[config.mk]
export PLATFORM = sky130hd
export DESIGN_NAME = interrupt_enable_priority_regs
export DESIGN_NICKNAME = d
export VERILOG_FILES = /design/src/shared/irq_regs_pkg.sv /design/src/logic/prio_pick.sv /design/src/logic/interrupt_enable_priority_regs.sv
export VERILOG_INCLUDE_DIRS = /design/src /design/src/shared
export SDC_FILE = /design/constraint.sdc
export NUM_CORES = 1
export LEC_CHECK = 0
export ABC_AREA = 1
export BUFFER_PORTS_ARGS = -buffer_cell sky130_fd_sc_hd__buf_4
export CORE_MARGIN = 3
export CORE_UTILIZATION = 30
export DETAILED_ROUTE_END_ITERATION = 7
export REMOVE_ABC_BUFFERS = 1
export SLEW_MARGIN = 0
export SYNTH_ARGS = -nofsm -noshare
export SYNTH_HDL_FRONTEND = slang
export SYNTH_HIERARCHICAL = 1
export SYNTH_SLANG_ARGS = --single-unit
[constraint.sdc]
create_clock -name core_clk_in -period 44.9 [get_ports core_clk_in]
set_input_delay 6.735 -clock core_clk_in [delete_from_list [all_inputs] [get_ports core_clk_in]]
set_output_delay 6.735 -clock core_clk_in [all_outputs]
set_load 0.01 [all_outputs]
[src/shared/irq_regs_defs.svh]
// offsets, field layouts, reset values and masks of the interrupt enable and priority registers
`ifndef IRQ_REGS_DEFS_SVH
`define IRQ_REGS_DEFS_SVH

// register indices on the plain register port
`define ENABLE_FOUR_ADDR 4'h0
`define PRIO_BASE_ADDR 4'h1
`define PRIO_LAST_ADDR 4'h7
`define FLAGS_ADDR 4'h8
`define SW_FLAG_CLEAR_ADDR 4'h9
`define STATUS_ADDR 4'ha
`define MASK_ADDR 4'hb
`define VECTOR_ADDR 4'hc

// enable register bit positions
`define AUDIO_LEFT_BIT 15
`define AUDIO_RIGHT_BIT 14
`define ENCODER_TWO_BIT 11
`define PWM_TWO_FAULT_BIT 10
`define PWM_TWO_ERROR_BIT 9
`define CAN_TX_BIT 6
`define XFER_CH_SEVEN_BIT 5
`define XFER_CH_SIX_BIT 4
`define CHECKSUM_BIT 3
`define SERIAL_TWO_ERR_BIT 2
`define SERIAL_ONE_ERR_BIT 1

// implemented bits of the enable register
`define ENABLE_MASK 16'hce7e
// all four priority fields implemented
`define PRIO_FULL_MASK 16'h7777
// priority register holding only the two upper fields and the low field
`define PRIO_NO_MID_MASK 16'h7707
// priority register with fields only at bits 10-8, 6-4, 2-0
`define PRIO_LOW3_MASK 16'h0777
// priority field reset: level 4 in every field
`define PRIO_RESET 16'h4444
`define ENABLE_RESET 16'h0000
`define PRIO_WIDTH 3
`define SRC_COUNT 28
`define IRQ_STATUS_MASK 2'h3

`endif

[src/shared/irq_regs_pkg.sv]
// types shared by the interrupt enable and priority register block
package irq_regs_pkg;
  typedef logic [2:0] prio_level_t;
  typedef logic [4:0] src_index_t;
  typedef logic [15:0] reg_word_t;
endpackage

[src/logic/prio_pick.sv]
// picks the highest-priority eligible source out of the request vector
`timescale 1ns/100ps
`include "irq_regs_defs.svh"
module prio_pick
  import irq_regs_pkg::*;
(
  input wire logic [`SRC_COUNT-1:0] eligible_in,
  input wire logic [`SRC_COUNT*3-1:0] levels_in,
  output logic found_out,
  output src_index_t index_out,
  output prio_level_t level_out
);
  // linear scan; lower index wins a tie, which keeps the order stable
  always_comb begin
    found_out = 1'b0;
    index_out = '0;
    level_out = '0;
    for (int i = 0; i < `SRC_COUNT; i++) begin
      if (eligible_in[i] && levels_in[i*3 +: 3] > level_out) begin
        found_out = 1'b1;
        index_out = src_index_t'(i);
        level_out = levels_in[i*3 +: 3];
      end
    end
  end
endmodule

[src/logic/interrupt_enable_priority_regs.sv]
// interrupt enable and priority registers with request forwarding toward the processor
`timescale 1ns/100ps
`include "irq_regs_defs.svh"

// Notes on behaviour
// - disabled source blocked, flag may still set
// - code 001 is lowest level one
// - code 000 disables the source, flag may still set
// - unimplemented bits read zero, ignore writes
// - fields at 14-12, 10-8, 6-4, 2-0
// - channel six bit four, seven bit five
// - no audio converter keeps audio off cpu_irq_out; flag and status bit0 may still set
// - flag reads one after request raised, sources 0..15 only
module interrupt_enable_priority_regs
  import irq_regs_pkg::*;
#(
  parameter bit HAS_AUDIO = 1'b1
)
(
  input wire logic core_clk_in,
  input wire logic reset_in,
  input wire logic [3:0] addr_in,
  input wire logic [15:0] wdata_in,
  input wire logic wr_in,
  input wire logic rd_in,
  output logic [15:0] rdata_out,
  // request pulses: bits 0..10 enable-register sources, 11..27 priority-only sources
  input wire logic [`SRC_COUNT-1:0] src_req_in,
  output logic cpu_irq_out,
  output logic [4:0] cpu_irq_index_out,
  output logic [2:0] cpu_irq_level_out,
  output logic irq_out
);

  // ==========================================================
  // state
  typedef struct packed {
    logic [15:0] enable;
    logic [6:0][15:0] prio;
    logic [`SRC_COUNT-1:0] flags;
    logic [1:0] status;
    logic [1:0] mask;
    logic [15:0] rdata;
    logic irq;
    logic [4:0] idx;
    logic [2:0] lvl;
    logic [`SRC_COUNT-1:0] req_s1;
    logic [`SRC_COUNT-1:0] req_s2;
    logic [`SRC_COUNT-1:0] req_s3;
  } state_t;

  state_t state_reg;
  state_t state_next;

  logic [`SRC_COUNT-1:0] enables;
  logic [`SRC_COUNT*3-1:0] levels;
  logic [`SRC_COUNT-1:0] eligible;
  logic [`SRC_COUNT-1:0] req_edge;
  logic pick_found;
  src_index_t pick_index;
  prio_level_t pick_level;

  // ==========================================================
  // helpers
  // implemented-bit mask of each priority register
  function automatic reg_word_t prio_mask(input logic [2:0] n);
    if (n == 3'd3) begin
      prio_mask = `PRIO_LOW3_MASK;
    end else if (n == 3'd5) begin
      prio_mask = `PRIO_NO_MID_MASK;
    end else begin
      prio_mask = `PRIO_FULL_MASK;
    end
  endfunction

  function automatic prio_level_t field(input reg_word_t w, input int pos);
    field = w[pos*4 +: 3];
  endfunction

  // the seven priority registers sit on consecutive indices; writes and reads share this
  function automatic logic is_prio_addr(input logic [3:0] a);
    is_prio_addr = (a >= `PRIO_BASE_ADDR) && (a <= `PRIO_LAST_ADDR);
  endfunction

  // register number inside the priority bank; only meaningful when is_prio_addr holds
  function automatic logic [2:0] prio_slot(input logic [3:0] a);
    prio_slot = 3'(a - `PRIO_BASE_ADDR);
  endfunction

  // ==========================================================
  // source map: enable bits and priority fields per source
  always_comb begin
    enables = '0;
    enables[0] = state_reg.enable[`AUDIO_LEFT_BIT] & HAS_AUDIO;
    enables[1] = state_reg.enable[`AUDIO_RIGHT_BIT] & HAS_AUDIO;
    enables[2] = state_reg.enable[`ENCODER_TWO_BIT];
    enables[3] = state_reg.enable[`PWM_TWO_FAULT_BIT];
    enables[4] = state_reg.enable[`PWM_TWO_ERROR_BIT];
    enables[5] = state_reg.enable[`CAN_TX_BIT];
    enables[6] = state_reg.enable[`XFER_CH_SEVEN_BIT];
    enables[7] = state_reg.enable[`XFER_CH_SIX_BIT];
    enables[8] = state_reg.enable[`CHECKSUM_BIT];
    enables[9] = state_reg.enable[`SERIAL_TWO_ERR_BIT];
    enables[10] = state_reg.enable[`SERIAL_ONE_ERR_BIT];
    // priority-only sources have their enable registers elsewhere; treated as enabled
    enables[`SRC_COUNT-1:11] = '1;
    // enable-register sources run at a fixed mid level; their fields live elsewhere
    levels = '0;
    for (int i = 0; i < 11; i++) begin
      levels[i*3 +: 3] = 3'h4;
    end
    // 17 sources with priority fields, registers 0..3 field 3 down to 0, then register 4 field 3 only
    for (int r = 0; r < 7; r++) begin
      for (int f = 0; f < 4; f++) begin
        if ((r*4 + (3-f)) < 17) begin
          levels[(11 + r*4 + (3-f))*3 +: 3] = field(state_reg.prio[r], f);
        end
      end
    end
  end

  // enabled and flagged; the nonzero level check is left to prio_pick, where 001 still counts, 000 never
  assign eligible = state_reg.flags & enables;

  // ==========================================================
  // arbitration
  prio_pick u_pick (
    .eligible_in(eligible),
    .levels_in(levels),
    .found_out(pick_found),
    .index_out(pick_index),
    .level_out(pick_level)
  );

  // edges of synchronised request inputs
  assign req_edge = state_reg.req_s2 & ~state_reg.req_s3;

  // ==========================================================
  // next-state logic
  always_comb begin
    logic [2:0] n;
    logic [15:0] clr;
    n = 3'd0;
    clr = '0;
    state_next = state_reg;
    state_next.req_s1 = src_req_in;
    state_next.req_s2 = state_reg.req_s1;
    state_next.req_s3 = state_reg.req_s2;
    state_next.rdata = '0;
    // register writes; unimplemented bits are masked away
    if (wr_in) begin
      if (addr_in == `ENABLE_FOUR_ADDR) begin
        state_next.enable = wdata_in & `ENABLE_MASK;
      end else if (is_prio_addr(addr_in)) begin
        n = prio_slot(addr_in);
        state_next.prio[n] = wdata_in & prio_mask(n);
      end else if (addr_in == `SW_FLAG_CLEAR_ADDR) begin
        clr = wdata_in;
      end else if (addr_in == `MASK_ADDR) begin
        state_next.mask = wdata_in[1:0];
      end
    end
    // flags: software clears one low word of flags, a new request wins
    // limitation: sources above the low word stay pending once set
    state_next.flags = (state_reg.flags & ~{12'h000, clr}) | req_edge;
    // status events: bit0 any new request, bit1 a new winner appeared
    if (wr_in && addr_in == `STATUS_ADDR) begin
      state_next.status = state_reg.status & ~wdata_in[1:0];
    end
    if (|req_edge) begin
      state_next.status[0] = 1'b1;
    end
    if (pick_found && !state_reg.irq) begin
      state_next.status[1] = 1'b1;
    end
    // reads answer in the following cycle
    if (rd_in) begin
      if (addr_in == `ENABLE_FOUR_ADDR) begin
        state_next.rdata = state_reg.enable;
      end else if (is_prio_addr(addr_in)) begin
        n = prio_slot(addr_in);
        state_next.rdata = state_reg.prio[n];
      end else if (addr_in == `FLAGS_ADDR) begin
        state_next.rdata = state_reg.flags[15:0];
      end else if (addr_in == `STATUS_ADDR) begin
        state_next.rdata = {14'h0000, state_reg.status};
      end else if (addr_in == `MASK_ADDR) begin
        state_next.rdata = {14'h0000, state_reg.mask};
      end else if (addr_in == `VECTOR_ADDR) begin
        state_next.rdata = {5'h00, state_reg.irq, 2'h0, state_reg.lvl, state_reg.idx};
      end
    end
    // presented request registered from the arbiter
    state_next.irq = pick_found;
    state_next.idx = pick_index;
    state_next.lvl = pick_level;
    if (reset_in) begin
      state_next = '0;
      state_next.enable = `ENABLE_RESET;
      for (int r = 0; r < 7; r++) begin
        state_next.prio[r] = `PRIO_RESET & prio_mask(3'(r));
      end
    end
  end

  // ==========================================================
  // state register
  always_ff @(posedge core_clk_in) begin
    state_reg <= state_next;
  end

  assign rdata_out = state_reg.rdata;
  assign cpu_irq_out = state_reg.irq;
  assign cpu_irq_index_out = state_reg.idx;
  assign cpu_irq_level_out = state_reg.lvl;
  assign irq_out = |(state_reg.status & state_reg.mask);

  // ==========================================================
  // checks
  // source gating: enable bits, their placement and the converter option
  // a flagged enable-register source with its enable set raises the presented request
  a_enabled_fwd: assert property (
    @(posedge core_clk_in) disable iff (reset_in)
    eligible[7] |=> cpu_irq_out)
    else $error("enabled flagged source not forwarded");
  // a cleared enable keeps its source off the processor request
  a_blocked_src: assert property (
    @(posedge core_clk_in) disable iff (reset_in)
    !enables[6] |=> !(cpu_irq_out && cpu_irq_index_out == 5'h06))
    else $error("disabled source presented");
  // the flag still records a request while its enable is off
  a_flag_while_off: assert property (
    @(posedge core_clk_in) disable iff (reset_in)
    req_edge[7] && !enables[7] |=> state_reg.flags[7])
    else $error("flag lost while source disabled");
  // channel six transfer-complete enable lives at bit four
  a_ch_six_bit: assert property (
    @(posedge core_clk_in) disable iff (reset_in)
    enables[7] == state_reg.enable[4])
    else $error("channel six enable misplaced");
  // channel seven transfer-complete enable lives at bit five
  a_ch_seven_bit: assert property (
    @(posedge core_clk_in) disable iff (reset_in)
    enables[6] == state_reg.enable[5])
    else $error("channel seven enable misplaced");
  // without the converter the two audio sources are never presented
  a_audio_gone: assert property (
    @(posedge core_clk_in) disable iff (reset_in)
    !HAS_AUDIO |-> !(cpu_irq_out && cpu_irq_index_out < 5'h02))
    else $error("audio interrupt without converter");

  // priority decode and arbitration
  // a presented request always carries a nonzero level
  a_disabled_silent: assert property (
    @(posedge core_clk_in) disable iff (reset_in)
    cpu_irq_out |-> cpu_irq_level_out != 3'h0)
    else $error("presented interrupt at level zero");
  // a lone flagged source with code zero stays silent
  a_zero_blocks: assert property (
    @(posedge core_clk_in) disable iff (reset_in)
    eligible == 28'h0000800 && levels[35:33] == 3'h0 |=> !cpu_irq_out)
    else $error("level zero source presented");
  // code one is still a live level, the lowest one
  a_level_one: assert property (
    @(posedge core_clk_in) disable iff (reset_in)
    eligible == 28'h0000800 && levels[35:33] == 3'h1 |=> cpu_irq_level_out == 3'h1)
    else $error("level one not presented");
  // the presented level is the field code itself
  a_code_level: assert property (
    @(posedge core_clk_in) disable iff (reset_in)
    eligible == 28'h0000800 |=> cpu_irq_level_out == $past(state_reg.prio[0][14:12]))
    else $error("presented level differs from field code");
  // level seven always wins
  a_pick_highest: assert property (
    @(posedge core_clk_in) disable iff (reset_in)
    eligible[11] && levels[35:33] == 3'h7 |=> cpu_irq_out && cpu_irq_level_out == 3'h7)
    else $error("highest level not presented");
  // a strictly lower level never beats a pending higher one
  a_no_lower_win: assert property (
    @(posedge core_clk_in) disable iff (reset_in)
    eligible[12] && eligible[11] && levels[38:36] > levels[35:33] |=> cpu_irq_index_out != 5'h0b)
    else $error("lower level source presented");
  // nothing eligible means nothing presented
  a_idle_quiet: assert property (
    @(posedge core_clk_in) disable iff (reset_in)
    eligible == 28'h0000000 |=> !cpu_irq_out)
    else $error("request presented with nothing eligible");

  // register image
  // unimplemented enable bits never hold a one
  a_unimpl_zero: assert property (
    @(posedge core_clk_in) disable iff (reset_in)
    (state_reg.enable & ~`ENABLE_MASK) == 16'h0000)
    else $error("unimplemented enable bit set");
  // the gap bits between priority fields never hold a one
  a_gap_bits: assert property (
    @(posedge core_clk_in) disable iff (reset_in)
    (state_reg.prio & {7{16'h8888}}) == 112'h0)
    else $error("priority gap bit set");
  // a full priority register keeps exactly its four fields
  a_write_masked: assert property (
    @(posedge core_clk_in) disable iff (reset_in)
    wr_in && addr_in == `PRIO_BASE_ADDR |=> state_reg.prio[0] == $past(wdata_in & 16'h7777))
    else $error("priority write not stored");
  // indices past the last register answer zero
  a_unmapped_read: assert property (
    @(posedge core_clk_in) disable iff (reset_in)
    rd_in && addr_in > `VECTOR_ADDR |=> rdata_out == 16'h0000)
    else $error("unmapped index read nonzero");
  // the enable register reads zero in its unimplemented bits
  a_enable_read: assert property (
    @(posedge core_clk_in) disable iff (reset_in)
    rd_in && addr_in == `ENABLE_FOUR_ADDR |=> (rdata_out & ~`ENABLE_MASK) == 16'h0000)
    else $error("enable read shows unimplemented bits");
  // first edge after reset: level four everywhere, enables clear
  a_reset_level: assert property (
    @(posedge core_clk_in)
    $fell(reset_in) |-> state_reg.enable == 16'h0000 && state_reg.prio[0] == 16'h4444
      && state_reg.prio[3] == 16'h0444)
    else $error("reset values wrong");
  // outputs come out of reset quiet
  a_reset_quiet: assert property (
    @(posedge core_clk_in)
    $fell(reset_in) |-> !cpu_irq_out && !irq_out && rdata_out == 16'h0000)
    else $error("outputs active after reset");

  // flags and sticky status
  // a synchronised rising request sets its flag
  a_flag_set: assert property (
    @(posedge core_clk_in) disable iff (reset_in)
    req_edge[11] |=> state_reg.flags[11])
    else $error("flag not set by request");
  // a set flag of sources 0..15 reads back as one
  a_flag_read: assert property (
    @(posedge core_clk_in) disable iff (reset_in)
    rd_in && addr_in == `FLAGS_ADDR && state_reg.flags[7] |=> rdata_out[7])
    else $error("set flag reads zero");
  // any new request marks the status register
  a_status_new: assert property (
    @(posedge core_clk_in) disable iff (reset_in)
    |req_edge |=> state_reg.status[0])
    else $error("new request not recorded in status");
  // a fresh winner marks the status register
  a_status_winner: assert property (
    @(posedge core_clk_in) disable iff (reset_in)
    pick_found && !state_reg.irq |=> state_reg.status[1])
    else $error("new winner not recorded in status");
endmodule

==> flow_summary.toml, run 1 <==
[worst_setup_path]
path_class = "register to register"
worstPathMaxFanout = 6
critical_path_required_ns = 45.27
startpoint_type = "register"
worst_ep_arrival_time_ns = 23.76
max_stage_delay_ns = 0.36
worst_path_max_delay_cell = "dfxtp_1"
crit_path_frequent_cell = "nand2_2"
cp-end-kind = "register"

[power_and_ir_drop]
netSwitchingFraction = 0.275
clkPwrFrac = 0.418
vdd_drop_max_mv = 0.0283
p_sw_uw = 138
p_leak_nw = 7.16
seqPwrFrac = 0.446
combPwrFrac = 0.136
intPower_uw = 364
power_density_nw_per_um2 = 34.5

[final_layout]
drive_gt1_frac = 0.139
area_growth_syn_to_layout_pct = 14.9
fin_util = 0.353
antenna_cells = 0
nets = 2075
largest_reg_flops = 149

[clock_network]
cts_tree = "yes"
cts_resized = 0
cts.sinks = 236
insertion_delay_ns = 0.53
cts_buffers = 24
postCtsSetupRepairBufs = 0
clk_path_buf_depth = 3
path_clk_slew_ns = 0.06
cts_root_buf = "clkbuf_16"
htreeDepth = 1
ctsHoldBuffers = 0

[timing]
fmax_ghz = 0.0428
tns_ns = 0
period_share = 0.521
finalSetupViolations = 0
rsz0062_at_grt = "no"
slew_headroom = 0.373
worst_pin_slew_ns = 0.941
fin_skew_ns = 0.0122
final_max_slew_viol_count = 0
hold_viol_final = 0
fin_crit_ns = 23.39

[die]
num_rows = 74
dieHeight_microns = 212
start_util = 0.307
die_w_microns = 212
placeableCoreArea_sq_um = 41300
io_pins = 78
dieArea_sq_um = 44800

[logic_synthesis]
ys_seq_area_frac = 0.373
synthTopCellsByArea = "dfxtp_1 (37%), nand2_1 (13%), inv_1 (8.6%)"
ys.warnings.count = 6
netlist_area_sq_um = 12700
ys_types = 43
synth_flop_cell = "dfxtp_1"
yosys.area.top_type = "dfxtp_1"
syn_inst = 1896
synth_edf_count = 0
synth_seq_cells = 236
syn_avg_cell_area_sq_um = 6.69
postSynth.asyncResetShare = 0
synth_top_area_frac = 0.373

[grt]
grt_max_degree = 96
antenna_found_initial = 0
grt_overflow = 0
grt_usage = 0.161
grt_first_pass_wirelength_microns = 57400
grt_pass1_vias = 11000

[status]
outcome = "complete, no violations"

[routing]
drt_wl_total_microns = 36200
postRouteAntennaNets = 0
drtIter0Drc = 721
num_vias = 11500
first_pass_iters = 5
avgRoutedWirePerCell_microns = 14.3
route.detailed.drc = 0
viasPerCell = 4.53

[placement]
hpwl_microns = 27000
gp_congestion = 0.925
port_buffers = 77

[hold_path]
hold_path.class = "register to register"

[run]
maxCapViolCount = 0
==> metal layers <==
layer,GRT usage,wire [microns]
met3,0.0147,1510
met5,0,0
met2,0.279,17200
met1,0.206,16200
met4,0.0617,1310
==> layout make-up <==
cell class	instances	area (sq um)
inverter	304	1140
fill	4494	26700
multi-input combinational	1338	6590
timing repair buffer	82	616
sequential	236	4720
clock buffer	31	668
tap	532	666
clock inverter	13	160
==> stage by stage <==
step / hold WS, ns / instances / area (sq um) / setup WS (ns) / total power, mW
final: 0.400 / 2536 / 14600 / 21.51 / 0.502
after detailed placement: 0.395 / 2492 / 13700 / 21.68 / 0.296
after floorplan: 0.388 / 1878 / 12500 / 24.43 / 0.269
after global placement: 0.393 / 2492 / 13700 / 23.03 / 0.295
after global routing: 0.411 / 2536 / 14600 / 19.32 / 0.523
after CTS: 0.403 / 2536 / 14600 / 21.62 / 0.506
==> final timing paths <==
kind                   from        endpoint  slack (ns)  cells past startpoint
max reg2reg  state_reg[113]  state_reg[112]       21.51                    142
max          state_reg[113]  state_reg[112]       21.51                    142
min           state_reg[61]   state_reg[33]        0.40                      2
min reg2reg   state_reg[61]   state_reg[33]        0.40                      2
==> critical path: cells and delay by family, from the launching register on <==
kind / cells / cell delay [ns]
AO/OA/AOI/OAI: 41 / 8.26
adder cells (fa/ha/maj): 17 / 4.85
buffers and inverters: 22 / 1.62
flip-flops: 1 / 0.36
AND/OR/NAND/NOR: 62 / 8.05
==> cells in the mapped netlist, types with 7 or more instances <==
cell type and count:
a21oi_1 90, buf_4 25, buf_6 7, clkbuf_1 42
dfxtp_1 236, ha_1 37, inv_1 291, inv_2 8
nand2_1 441, nand2_2 73, nand2_4 11, nand3_1 95
nand3_2 27, nand4_1 7, nor2_1 248, nor3_1 19
o211ai_1 11, o21a_1 22, o21ai_0 115, o22ai_1 17
or2_2 26
==> power by group through the flow <==
| stage | clock network, mW | registers [mW] | logic (mW) |
|---|---|---|---|
| after floorplan | 0 | 0.226 | 0.0425 |
| after global placement | 0 | 0.228 | 0.0663 |
| after detailed placement | 0 | 0.229 | 0.0675 |
| after CTS | 0.214 | 0.224 | 0.0678 |
| after global routing | 0.222 | 0.225 | 0.0769 |
| final | 0.210 | 0.224 | 0.0683 |
==> cell usage in the layout (no fill, tap or decap), types with 66 or more instances in the layout <==
cell type / count
inv_1: 291
nand2_2: 73
buf_4: 82
a21oi_1: 90
nand3_1: 95
dfxtp_1: 236
nor2_1: 248
nand2_1: 441
conb_1: 66
o21ai_0: 115
==> logic make-up (layout without fill, tap and decap cells) <==
group,count (synthesis),count (layout),share of synthesized area
and+or+nand+nor,956,956,0.339
buffers and inverters,386,430,0.126
AOI/OAI and AO/OA,279,279,0.125
DFF,236,236,0.373
adders and majority gates,37,37,0.0365
other,2,66,0.000592
No activity file was read; power rests on OpenSTA's default activity.
==> inputs of run 2 (changes only) <==
--- a/config.mk
+++ b/config.mk
@@ -6,7 +6,7 @@
 export SDC_FILE = /design/constraint.sdc
 export NUM_CORES = 1
 export LEC_CHECK = 0
-export ABC_AREA = 1
+export ABC_AREA = 0
 export BUFFER_PORTS_ARGS = -buffer_cell sky130_fd_sc_hd__buf_4
 export CORE_MARGIN = 3
 export CORE_UTILIZATION = 30
==> constraint.sdc (replaced) <==
create_clock -name core_clk_in -period 20.9 [get_ports core_clk_in]
set_input_delay 3.135 -clock core_clk_in [delete_from_list [all_inputs] [get_ports core_clk_in]]
set_output_delay 3.135 -clock core_clk_in [all_outputs]
set_load 0.01 [all_outputs]
==> flow_summary.toml, run 2 <==
[placement]
dpl-instance-area_sq_um = 16200
port_buffers = 77
dp_slack_ns = -11.24
hpwl_microns = 33400
gp_congestion = 0.931

[logic_synthesis]
synth_flop_cell = "dfxtp_1"
synth_common_cells = "nand2_1 (249), dfxtp_1 (236), nor2_1 (148)"
ys.warnings.count = 6
syn_inst = 1669
synthTopCellsByArea = "dfxtp_1 (35%), nand2_1 (7.0%), a21oi_1 (5.0%)"
synth_edf_count = 0
yosys.area.top_type = "dfxtp_1"
synth_seq_cells = 236
syn_avg_cell_area_sq_um = 7.99
synth_top_area_frac = 0.354
postSynth.asyncResetShare = 0
ys_seq_area_frac = 0.354
ys_types = 97
synth_most_common_cell = "nand2_1"
netlist_area_sq_um = 13300

[clock_network]
ctsHoldBuffers = 0
cts.sinks = 236
clk_path_buf_depth = 3
cts_root_buf = "clkbuf_16"
insertion_delay_ns = 0.55
htreeDepth = 1
cts_buffers = 24
path_clk_slew_ns = 0.07
cts_tree = "yes"

[run]
maxCapViolCount = 0

[die]
dieArea_sq_um = 47000
io_pins = 78
placeableCoreArea_sq_um = 43500
die_w_microns = 217
num_rows = 76
start_util = 0.307
dieHeight_microns = 217

[routing]
first_pass_iters = 5
drt_wl_total_microns = 48600
postRouteAntennaNets = 0
num_vias = 14200
route.detailed.drc = 0
drtIter0Drc = 1113
viasPerCell = 5.11
avgRoutedWirePerCell_microns = 17.5

[timing]
fmax_ghz = 0.0324
slew_headroom = 0.302
setup_ws_ns = -9.92
hold_viol_final = 0
final_max_slew_viol_count = 0
finalSetupViolations = 10
worst_pin_slew_ns = 1.05
fin_skew_ns = 0.0327
period_share = 1.47
fin_crit_ns = 30.82
rsz0062_at_grt = "yes"

[status]
violations = "negative setup slack"
outcome = "finished, violations left"

[worst_setup_path]
startpoint_type = "register"
cp-end-kind = "register"
worst_path_max_delay_cell = "a2111o_1"
max_stage_delay_ns = 0.48
worst_ep_arrival_time_ns = 31.23
path_class = "register to register"
worstPathMaxFanout = 4
critical_path_required_ns = 21.30
crit_path_frequent_cell = "buf_4"
r2r_slack_ns = -9.92

[final_layout]
nets = 2256
layout.cells.most_common = "buf_4"
drive_gt1_frac = 0.305
largest_reg_flops = 149
fin_util = 0.438
final_cell_mix = "buf_4 (447), nand2_1 (240), dfxtp_1 (235)"
final_cell_area_sq_um = 19000
area_growth_syn_to_layout_pct = 42.6

[power_and_ir_drop]
p_leak_nw = 8.21
vdd_drop_max_mv = 0.0541
power_density_nw_per_um2 = 65.4
power_mw = 1.24

[grt]
grt_first_pass_wirelength_microns = 73200
grt_pass1_vias = 13600
antenna_found_initial = 1
grt_usage = 0.194
grt_overflow = 0
grt_max_degree = 82

[hold_path]
hold_path.class = "register to register"
-- run 2: cell types whose count changed in the layout (fill, tap and decap cells not counted), sizes merged, moves of 96 or more --
cell,previous run,this run
nor2,252,148
inv,301,65
nand2,525,249
nand3,123,27
nor2b,0,104
buf,82,455
-- run 2: layout make-up --
class,instances,area (sq um)
diodes,1,2.50
clock buffers,28,646
clock inverters,16,243
fillers,4203,24400
inverters,63,236
multi-input cells,1387,8990
flip-flops and latches,236,4730
well taps,585,732
repair buffers,455,3450
-- run 2: metal layers --
metal  track usage  vias up  wire (microns)
li1              -     6737               -
met1         0.242     6719           20300
met2         0.334      550           23200
met3        0.0242      144            2950
met4        0.0883        0            2150
met5             0        -               0
-- run 2: critical path: cells and delay by family, from the launching register on --
family	cells	cell delay [ns]
buffers and inverters	45	5.47
AO/OA/AOI/OAI	43	8.11
AND/OR/NAND/NOR	55	6.65
multiplexers	5	1.36
flip-flops	1	0.32
adder cells (fa/ha/maj)	31	8.74
-- run 2: path summary, 6_finish.rpt --
kind	startpoint	end	cells past startpoint
setup / recovery	state_reg[113]	state_reg[112]	179
hold / removal	state_reg[82]	state_reg[54]	1
setup reg to reg	state_reg[113]	state_reg[112]	179
hold reg to reg	state_reg[82]	state_reg[54]	1
-- run 2: logic make-up (layout without fill, tap and decap cells) --
kind of cell	after synthesis	count (layout)	share of synthesized area
adder cells (fa/ha/maj)	70	70	0.0596
XOR/XNOR	2	2	0.00244
AND/OR/NAND/NOR	696	696	0.253
multiplexers	66	66	0.0517
AO/OA/AOI/OAI	436	436	0.224
other	2	118	0.000563
flip-flops	236	236	0.354
buffers and inverters	161	562	0.0546
-- run 2: through the flow --
step	cells	hold WS [ns]	TNS (ns)
after floorplan	1686	0.414	-97.95
after global placement	2565	0.418	-97.31
after detailed placement	2565	0.423	-108.30
after CTS	2745	0.439	-98.65
after global routing	2770	0.450	-108.52
final	2771	0.433	-96.24
-- run 2: repair_timing --
item / in CTS / in global routing
endpoints found under the setup margin: 10 / 10
setup buffers: 136 / 36
resized for setup: 47 / 120
pin swaps: 24 / 122
-- run 2: power breakdown --
part / leakage, nW / switching, mW / internal, mW
Combinational: 5.86 / 0.144 / 0.140
Sequential: 1.93 / 0.0148 / 0.466
Clock: 0.426 / 0.192 / 0.286
Total: 8.21 / 0.351 / 0.893
